`src/eod_pkg.sv`:
```
// eod_pkg: field layout, layout selection and width constants for the
// instruction format and operand decoder.
// assumes big-endian bit numbering in the word: printed bit 0 is word[31].
`default_nettype none
package eod_pkg;

  // ----------------------------------------------------------------
  // word and field geometry
  // ----------------------------------------------------------------
  localparam int WORD_W = 32;
  localparam int OPC_W = 6;
  localparam int SPEC_W = 5;
  localparam int IMM_W = 16;
  localparam int LONG_W = 64;
  localparam int HALF_W = 32;

  // printed first-bit positions of each field
  localparam int POS_OPC = 0;
  localparam int POS_DEST = 6;
  localparam int POS_SRCA = 11;
  localparam int POS_SRCB = 16;
  localparam int POS_ZERO = 21;
  localparam int POS_IMM = 16;
  localparam int POS_LAST = 31;

  // printed position p of width w maps to word[LSB] with LSB below
  localparam int LSB_OPC = POS_LAST - POS_OPC - OPC_W + 1;
  localparam int LSB_DEST = POS_LAST - POS_DEST - SPEC_W + 1;
  localparam int LSB_SRCA = POS_LAST - POS_SRCA - SPEC_W + 1;
  localparam int LSB_SRCB = POS_LAST - POS_SRCB - SPEC_W + 1;
  localparam int ZERO_W = POS_LAST - POS_ZERO + 1;
  localparam int LSB_IMM = POS_LAST - POS_IMM - IMM_W + 1;

  // opcode bit (printed position 2) that selects the immediate layout
  localparam int OPC_FMT_BIT = 3;
  // opcode of the immediate-prefix instruction; plain default value
  localparam logic [5:0] OPC_IMM_PREFIX = 6'h2c;

  // ----------------------------------------------------------------
  // reset values
  // ----------------------------------------------------------------
  localparam logic [31:0] RST_WORD = 32'h0000_0000;
  localparam logic [63:0] RST_LONG = 64'h0000_0000_0000_0000;

  typedef enum logic [0:0] {
    EOD_FMT_REGREG = 1'b0,
    EOD_FMT_REGIMM = 1'b1
  } eod_fmt_t;

endpackage
`default_nettype wire

```
`src/eod_decoder.sv`:
```
// eod_decoder: splits fetched instruction words into fields, forms the
// immediate operand and shapes source and destination values to width.
// assumes fetch offers one word per cycle with the register file read
// data for its two source specifiers alongside; execute never stalls.
// the long-operand flags arrive with the word or result they qualify.
`timescale 1ns/1ns
`default_nettype none

// Operation
// - every word decodes as register-register or register-immediate layout
// - reg-reg: opcode, destination, source a, source b; low bits zero
// - reg-imm: opcode, destination, source a, 16-bit immediate in low half
// - 32-bit mode: destination takes the whole 32-bit result
// - 32-bit mode: each source gives its whole 32-bit contents
// - 64-bit mode ordinary write: low half result, upper half zero
// - 64-bit mode ordinary source: low half only, upper half ignored
// - 64-bit long-operand instructions read and write full 64 bits
// - immediate sign-extends to 32 bits unless a prefix supplies upper half
module eod_decoder (
  input wire logic clk_sys,
  input wire logic reset,
  input wire logic cfgWide64,
  input wire logic instrValid,
  input wire logic [eod_pkg::WORD_W-1:0] instrWord,
  input wire logic instrLong,
  input wire logic [eod_pkg::LONG_W-1:0] srcRegAData,
  input wire logic [eod_pkg::LONG_W-1:0] srcRegBData,
  input wire logic resValid,
  input wire logic resLong,
  input wire logic [eod_pkg::SPEC_W-1:0] resDest,
  input wire logic [eod_pkg::LONG_W-1:0] resData,
  output logic instrReady,
  output logic decValid,
  output logic [eod_pkg::OPC_W-1:0] decOpcode,
  output eod_pkg::eod_fmt_t decFormat,
  output logic [eod_pkg::SPEC_W-1:0] decDest,
  output logic [eod_pkg::SPEC_W-1:0] src_reg_a,
  output logic [eod_pkg::SPEC_W-1:0] src_reg_b,
  output logic [eod_pkg::WORD_W-1:0] decImm,
  output logic decImmPrefixed,
  output logic decZeroFault,
  output logic decLong,
  output logic [eod_pkg::LONG_W-1:0] src_reg_a_long,
  output logic [eod_pkg::LONG_W-1:0] src_reg_b_long,
  output logic wrEnable,
  output logic [eod_pkg::SPEC_W-1:0] wrDest,
  output logic [eod_pkg::LONG_W-1:0] dest_reg_long
);
  import eod_pkg::*;

  // ----------------------------------------------------------------
  // state
  // ----------------------------------------------------------------
  // decoded fields, pending prefix and writeback lane in one record
  typedef struct packed {
    logic ready;
    logic valid;
    logic [OPC_W-1:0] opcode;
    eod_fmt_t fmt;
    logic [SPEC_W-1:0] dest;
    logic [SPEC_W-1:0] srcA;
    logic [SPEC_W-1:0] srcB;
    logic [WORD_W-1:0] imm;
    logic immPrefixed;
    logic zeroFault;
    logic isLong;
    logic [LONG_W-1:0] opA;
    logic [LONG_W-1:0] opB;
    logic prefixPending;
    logic [IMM_W-1:0] prefixHigh;
    logic wrEn;
    logic [SPEC_W-1:0] wrDest;
    logic [LONG_W-1:0] wrData;
  } eod_state_t;

  eod_state_t state_r;
  eod_state_t state_nxt;

  // ----------------------------------------------------------------
  // width shaping lanes: source a, source b, writeback
  // ----------------------------------------------------------------
  // lanes 0 and 1 follow the offered word, lane 2 the result bus
  // an upper half must never leak into an ordinary operand
  localparam int LANES = 3;
  logic [LONG_W-1:0] laneRaw [LANES];
  logic laneLong [LANES];
  logic [LONG_W-1:0] laneShaped [LANES];

  always_comb begin
    laneRaw[0] = srcRegAData;
    laneRaw[1] = srcRegBData;
    laneRaw[2] = resData;
    laneLong[0] = instrLong;
    laneLong[1] = instrLong;
    laneLong[2] = resLong;
  end

  // one shaper per lane keeps the cut identical for reads and writes
  // per-lane width cut
  for (genvar g = 0; g < LANES; g++) begin : gLane
    eod_width_shaper uShaper (
      .cfgWide64(cfgWide64),
      .longOperand(laneLong[g]),
      .rawValue(laneRaw[g]),
      .shapedValue(laneShaped[g])
    );
  end

  // ----------------------------------------------------------------
  // field extraction
  // ----------------------------------------------------------------
  logic [OPC_W-1:0] fOpc;
  logic [SPEC_W-1:0] fDest;
  logic [SPEC_W-1:0] fSrcA;
  logic [SPEC_W-1:0] fSrcB;
  logic [ZERO_W-1:0] fZero;
  logic [IMM_W-1:0] fImm;
  eod_fmt_t fFmt;
  logic accept;

  // printed bit 0 is the word's msb, so fields count down from bit 31
  // fixed field positions
  always_comb begin
    fOpc = instrWord[LSB_OPC +: OPC_W];
    fDest = instrWord[LSB_DEST +: SPEC_W];
    fSrcA = instrWord[LSB_SRCA +: SPEC_W];
    fSrcB = instrWord[LSB_SRCB +: SPEC_W];
    fZero = instrWord[ZERO_W-1:0];
    fImm = instrWord[LSB_IMM +: IMM_W];
    // one opcode bit picks the layout
    fFmt = fOpc[OPC_FMT_BIT] ? EOD_FMT_REGIMM : EOD_FMT_REGREG;
    accept = instrValid && state_r.ready;
  end

  // ----------------------------------------------------------------
  // next state
  // ----------------------------------------------------------------
  always_comb begin
    state_nxt = state_r;
    // fields hold between accepted words; only the valid flag pulses
    state_nxt.ready = 1'b1; // execute never stalls
    // fields land with the accepting edge
    state_nxt.valid = accept;
    if (accept) begin
      state_nxt.opcode = fOpc;
      state_nxt.fmt = fFmt;
      state_nxt.dest = fDest;
      state_nxt.srcA = fSrcA;
      state_nxt.isLong = instrLong;
      state_nxt.opA = laneShaped[0];
      state_nxt.immPrefixed = 1'b0;
      // a prefix is consumed by whatever word follows it
      // a stale prefix would otherwise reach an unrelated immediate
      // many words later
      state_nxt.prefixPending = 1'b0;
      if (fFmt == EOD_FMT_REGREG) begin
        state_nxt.srcB = fSrcB;
        state_nxt.zeroFault = (fZero != '0);
        state_nxt.imm = RST_WORD;
        state_nxt.opB = laneShaped[1];
      end else begin
        // immediate layout has no source b
        state_nxt.srcB = '0;
        state_nxt.zeroFault = 1'b0;
        // sign-extend or take prefix upper half
        if (state_r.prefixPending) begin
          state_nxt.imm = {state_r.prefixHigh, fImm};
          state_nxt.immPrefixed = 1'b1;
        end else begin
          state_nxt.imm = {{(WORD_W-IMM_W){fImm[IMM_W-1]}}, fImm};
        end
        // immediate operand b carries no upper half
        state_nxt.opB = {{HALF_W{1'b0}}, state_nxt.imm};
        if (fOpc == OPC_IMM_PREFIX) begin
          state_nxt.prefixPending = 1'b1;
          state_nxt.prefixHigh = fImm;
        end
      end
    end
    // write data is cut here so execute never stores a stale upper half
    // shaped writeback value
    state_nxt.wrEn = resValid;
    if (resValid) begin
      state_nxt.wrDest = resDest;
      state_nxt.wrData = laneShaped[2];
    end
  end

  // ----------------------------------------------------------------
  // state register
  // ----------------------------------------------------------------
  // asynchronous clear; every field restarts at zero
  always_ff @(posedge clk_sys or posedge reset) begin
    if (reset) begin
      state_r <= '0;
    end else begin
      state_r <= state_nxt;
    end
  end

  // ----------------------------------------------------------------
  // outputs straight from the state register
  // ----------------------------------------------------------------
  // fetch handshake and decoded fields
  assign instrReady = state_r.ready;
  assign decValid = state_r.valid;
  assign decOpcode = state_r.opcode;
  assign decFormat = state_r.fmt;
  assign decDest = state_r.dest;
  assign src_reg_a = state_r.srcA;
  assign src_reg_b = state_r.srcB;
  assign decImm = state_r.imm;
  assign decImmPrefixed = state_r.immPrefixed;
  assign decZeroFault = state_r.zeroFault;
  assign decLong = state_r.isLong;
  assign src_reg_a_long = state_r.opA;
  assign src_reg_b_long = state_r.opB;

  // writeback lane
  assign wrEnable = state_r.wrEn;
  assign wrDest = state_r.wrDest;
  assign dest_reg_long = state_r.wrData;
endmodule
`default_nettype wire

```
`src/eod_width_shaper.sv`:
```
// eod_width_shaper: cuts one 64-bit register value to the width that the
// configuration and operand kind allow.
// assumes a purely combinational use; the caller registers the result.
`timescale 1ns/1ns
`default_nettype none
module eod_width_shaper (
  input wire logic cfgWide64,
  input wire logic longOperand,
  input wire logic [eod_pkg::LONG_W-1:0] rawValue,
  output logic [eod_pkg::LONG_W-1:0] shapedValue
);
  import eod_pkg::*;

  // ----------------------------------------------------------------
  // width shaping
  // ----------------------------------------------------------------
  // upper half survives only for long operands in wide configuration
  always_comb begin
    shapedValue = {{HALF_W{1'b0}}, rawValue[HALF_W-1:0]};
    if (cfgWide64 && longOperand) begin
      shapedValue = rawValue;
    end
  end
endmodule
`default_nettype wire

```
`config.mk`:
```
export PLATFORM = sky130hd
export DESIGN_NAME = eod_decoder
export DESIGN_NICKNAME = d
export VERILOG_FILES = /design/src/eod_pkg.sv /design/src/eod_decoder.sv /design/src/eod_width_shaper.sv
export SDC_FILE = /design/constraint.sdc
export NUM_CORES = 1
export LEC_CHECK = 0
export ABC_AREA = 1
export BUFFER_PORTS_ARGS = -buffer_cell sky130_fd_sc_hd__clkbuf_2
export CORE_ASPECT_RATIO = 0.5
export CORE_MARGIN = 2
export CORE_UTILIZATION = 40
export DETAILED_ROUTE_END_ITERATION = 16
export PLACE_DENSITY = 0.68
export SETUP_SLACK_MARGIN = 0.4
export SKIP_CTS_REPAIR_TIMING = 1
export SLEW_MARGIN = 20
export SYNTH_ARGS = -nofsm -noshare
export SYNTH_HDL_FRONTEND = slang
export SYNTH_SLANG_ARGS = --single-unit
```
`constraint.sdc`:
```
create_clock -name clk_sys -period 26.1 [get_ports clk_sys]
set_input_delay 3.915 -clock clk_sys [delete_from_list [all_inputs] [get_ports clk_sys]]
set_output_delay 3.915 -clock clk_sys [all_outputs]
set_load 0.005 [all_outputs]
```
### Yosys cells after proc, flatten, opt, wreduce, memory -nomap -nowiden

Index checks and enable logic that the tools add are counted.

* bits in registers: 274
* bits in latches: 0
* memory bits (writable): 0
* ROM bits: 0
* input port bits: 236
* word-level logic and storage cells: 36
* memories: 0

* $add $sub $neg: 0
* multipliers: 0
* divide/modulo/power cells: 0
* magnitude comparators: 0
* equality and inequality tests: 1
* shift-type cells: 0
* multiplexer cells: 12
* bitwise gates (word level): 0
* reduce and logical (&&, ||, !) cells: 5

Operators with widths (count)
* 64-bit two-way mux: 4
* 37-bit two-way mux: 1
* 17-bit two-way mux: 2
* 32-bit two-way mux: 1
* 11-bit nonzero test: 1
* 6-bit equality test, second input constant: 1
* 1-bit two-way mux: 4
* 1-bit logical AND: 3
* 3-bit AND reduction: 1

### Depth between registers and ports, before layout

* depth in word-level cells: 3
* depth in mapped cells: 7

### Hierarchy

Synthesis repeated with hierarchy kept, for this count alone.

* cell total of the unflattened synthesis: 1524
* area, all modules: 14076.0 um2

By module, submodules not included
* eod_decoder: instances 1, cells an instance 1224, area each 12244.2 um2, sequential area each 6831.6 um2
* eod_width_shaper: instances 3, cells an instance 100, area each 610.6 um2, sequential area each 0.0 um2

### Worst setup path before layout

OpenSTA, ideal clock, no wires.

* path kind: in2reg
* start point: input resValid
* end point: register state_r, in the netlist dest_reg_long[10]
* setup time: 125 ps
* arrival time: 4739 ps
* data required time: 25975 ps
* setup slack: 21236 ps
* stages on the path: 3
* cells stage by stage: clkbuf_1 > buf_2 > mux2_2

RTL lines
* start: declaration: line eod_decoder.sv:28 `input wire logic resValid,`
* end signal: assignment: line eod_decoder.sv:197 `state_r <= state_nxt;`
* end: declaration: line eod_decoder.sv:76 `eod_state_t state_r;`

No word-level cell between the ends.

### Worst setup path after layout

* start point: input instrValid
* end point: register state_r, in the netlist src_reg_a_long[23]

* word-level cells in the longest chain between the ends: 1

Ends and longest elaborated chain
* start: declaration: line eod_decoder.sv:23 `input wire logic instrValid,`
* 1-bit logical AND: line eod_decoder.sv:132 `accept = instrValid && state_r.ready;`

No other way between the ends.
A chain may end at the register's enable or synchronous reset.

==> reports/metrics.csv <==
metric;value;unit
clk_pin_slew_worst_paths;0.07;ns
final_layout_size_suffix_gt1_share;37.0;%
ff_latch_area;6830;um2
final_nets;1818;
dr_total_vias;9375;
r2r_slack;22.81;ns
min_path_type;reg -> reg;
slew_violations;0;
yosys.area.top_type;dfrtp_1;
hold_violations;0;
grt_pass1_vias;8618;
crit_fanout;99;
max_freq;0.158;GHz
synthTopCellsByArea;dfrtp_1, nand2_1, buf_4, nand3_1, mux2_2;
drt_first_iter_violations;794;
multi_input_area;3380;um2
p_per_area;70.9;nW/um2
setup_ws;19.76;ns
syn-cell-area;12500;um2
drc;0;
tritoncts;done;
clk_latency;0.55;ns
switching_share;26.1;%
synth_common_cells;nand2_1, dfrtp_1, buf_4, nand3_1;
hpwl;24.1;mm
power_frac_seq;47.8;%
endpoint_kind;flip-flop;
wire_per_inst;16.6;um
cts.path.max_buffers;3;
dr.pass1.iters;5;
grt_first_pass_wirelength;49.5;mm
htree_levels;1;
reg2reg_depth;7;
yosysWarnings;0;
hold_start;state_r[85]$_DFFE_PP0P_;
core_area;30600;um2
ys_ff_latch;273;
post-route-period-util;24.3;%
fillers;3012;
dieArea;32800;um2
start_util;40.9;%
fin_skew;0.0257;ns
status;completed;
p_leak;8.16;nW
ant_nets;0;
clock_sinks;273;
holdWs;0.475;ns
cts-buffers-inserted;26;
worst_pin_slew;1.08;ns
die_y;129;um
synth-edff-count;0;
seq_area_frac_synth;54.6;%
finalWirelength;33.6;mm
grt_overflow_total;0;
crit_required;26.52;ns
arrival;6.77;ns
pwr-share-comb;13.4;%
p_sw;0.265;mW
die_width;254;um
vdd_drop_max;0.0000371;V
num_rows;45;
dp_slack;19.17;ns
p_total;1.02;mW
routed_via_density;4.63;
netlist_instances;1367;
cts_root_buffer;clkbuf_16;
worst-setup-path-type;in -> reg;
numPortBuffers;492;
antenna_found_initial;2;
gp_congestion;0.860;
worstSetupStartpointType;primary input;
syn_to_final_growth;14.5;%
syn_nets;1603;
crit-reg2reg-launch;instrReady$_DFF_PP0_;
power_frac_clock;38.8;%
grt_setup_unrepaired;no;
hold_path_depth;2;
synth_top_area_share;54.6;%
synthArstFlopShare;100;%
synth.most_common_cell;nand2_1;
synth.distinct_cells;21;
fin_setup_tns;0;ns
internal_power;0.750;mW
grt_start_max_net_pins;103;
period_minus_slack;6.34;ns
io_pins;493;
track_usage;19.3;%
setup_viol;0;
synth_ff_type;dfrtp_1;
cap_violations;0;
r2r-end;src_reg_a_long[23]$_DFFE_PP0P_;
maxSlewHeadroom;28.2;%
min_to;state_r[85]$_DFFE_PP0P_;
syn_area_per_cell;9.15;um2
stage by stage:
step,utilization (%),cell area [um2],cells
6_report,46.8,14300,2023
5_1_grt,46.8,14300,2023
4_1_cts,46.8,14300,2021
3_5_place_dp,44.0,13400,1977
3_3_place_gp,44.0,13400,1977
2_1_floorplan,-,12500,1367
power by group through the flow:
stage	Sequential, mW	Clock, mW	Combinational (mW)
after CTS	0.485	0.405	0.138
after global routing	0.490	0.424	0.151
after detailed placement	0.493	0	0.138
after floorplan	0.486	0	0.113
final	0.486	0.394	0.136
after global placement	0.492	0	0.136
cell usage in the layout, fill, tap and decap left out:
master / count
a22o_1: 6
buf_4: 12
bufinv_16: 3
clkbuf_1: 3
clkbuf_16: 26
clkbuf_2: 491
clkbuf_8: 5
clkinv_2: 4
clkinv_4: 2
clkinv_8: 1
conb_1: 1
dfrtp_1: 273
diode_2: 2
inv_1: 35
inv_2: 3
inv_8: 1
mux2_2: 37
nand2_1: 529
nand2_4: 1
nand3_1: 100
nand3_4: 1
nand4_1: 16
nor2_1: 8
nor2_2: 2
nor2_4: 1
nor3_1: 1
nor3_4: 1
o21ai_0: 3
o22ai_1: 32
flip-flops by register name, indices dropped and copies added, names as in the netlist, 6 cells and up:
| signal | cells |
|---|---|
| dest_reg_long | 64 |
| decOpcode | 6 |
| state_r | 17 |
| src_reg_b_long | 64 |
| src_reg_a_long | 64 |
| decImm | 32 |
worst max-delay path, stage by stage:
cell and delay, ns:
clkbuf_2 0.10, nand2_4 0.05, buf_4 0.79, buf_4 0.88, inv_2 0.27, buf_4 0.44
nand2_1 0.17, nand2_1 0.06
final cells by class:
| cell class | count | area share, % |
|---|---|---|
| sequential | 273 | 47.7 |
| multi-input combinational | 739 | 23.6 |
| timing repair buffer | 503 | 17.8 |
| clock buffer | 34 | 5.10 |
| tap | 423 | 3.70 |
| inverter | 39 | 1.07 |
| clock inverter | 10 | 1.00 |
| antenna | 2 | 0.0349 |
how the worst max path moves through the flow:
stage               startpoint                        endpoint  slack (ns)  cells after the start
finish              instrValid  src_reg_a_long[23]$_DFFE_PP0P_       19.76                      8
global route        instrValid   src_reg_a_long[7]$_DFFE_PP0P_       19.48                      8
CTS                 instrValid  src_reg_a_long[38]$_DFFE_PP0P_       19.77                      8
detailed placement  instrValid  src_reg_a_long[46]$_DFFE_PP0P_       19.17                      8
global placement    instrValid        decOpcode[3]$_DFFE_PP0P_       19.16                      8
floorplan                reset          decDest[0]$_DFFE_PP0P_       14.66                      1
routing by layer:
metal | vias to the layer above | wire, um | GRT usage (%)
met1 | 4574 | 14100 | 25.7
met3 | 63 | 1500 | 2.97
met4 | 0 | 1050 | 6.71
met2 | 244 | 16900 | 32.4
li1 | 4494 | - | -
met5 | - | 0 | 0
kinds of logic after synthesis:
family                 synth area share, %
other                               0.0300
AOI/OAI and AO/OA                     2.14
DFF                                   54.6
muxes                                 3.33
buffers and inverters                 18.5
and+or+nand+nor                       21.4
Power figures use the tool's default switching activity.
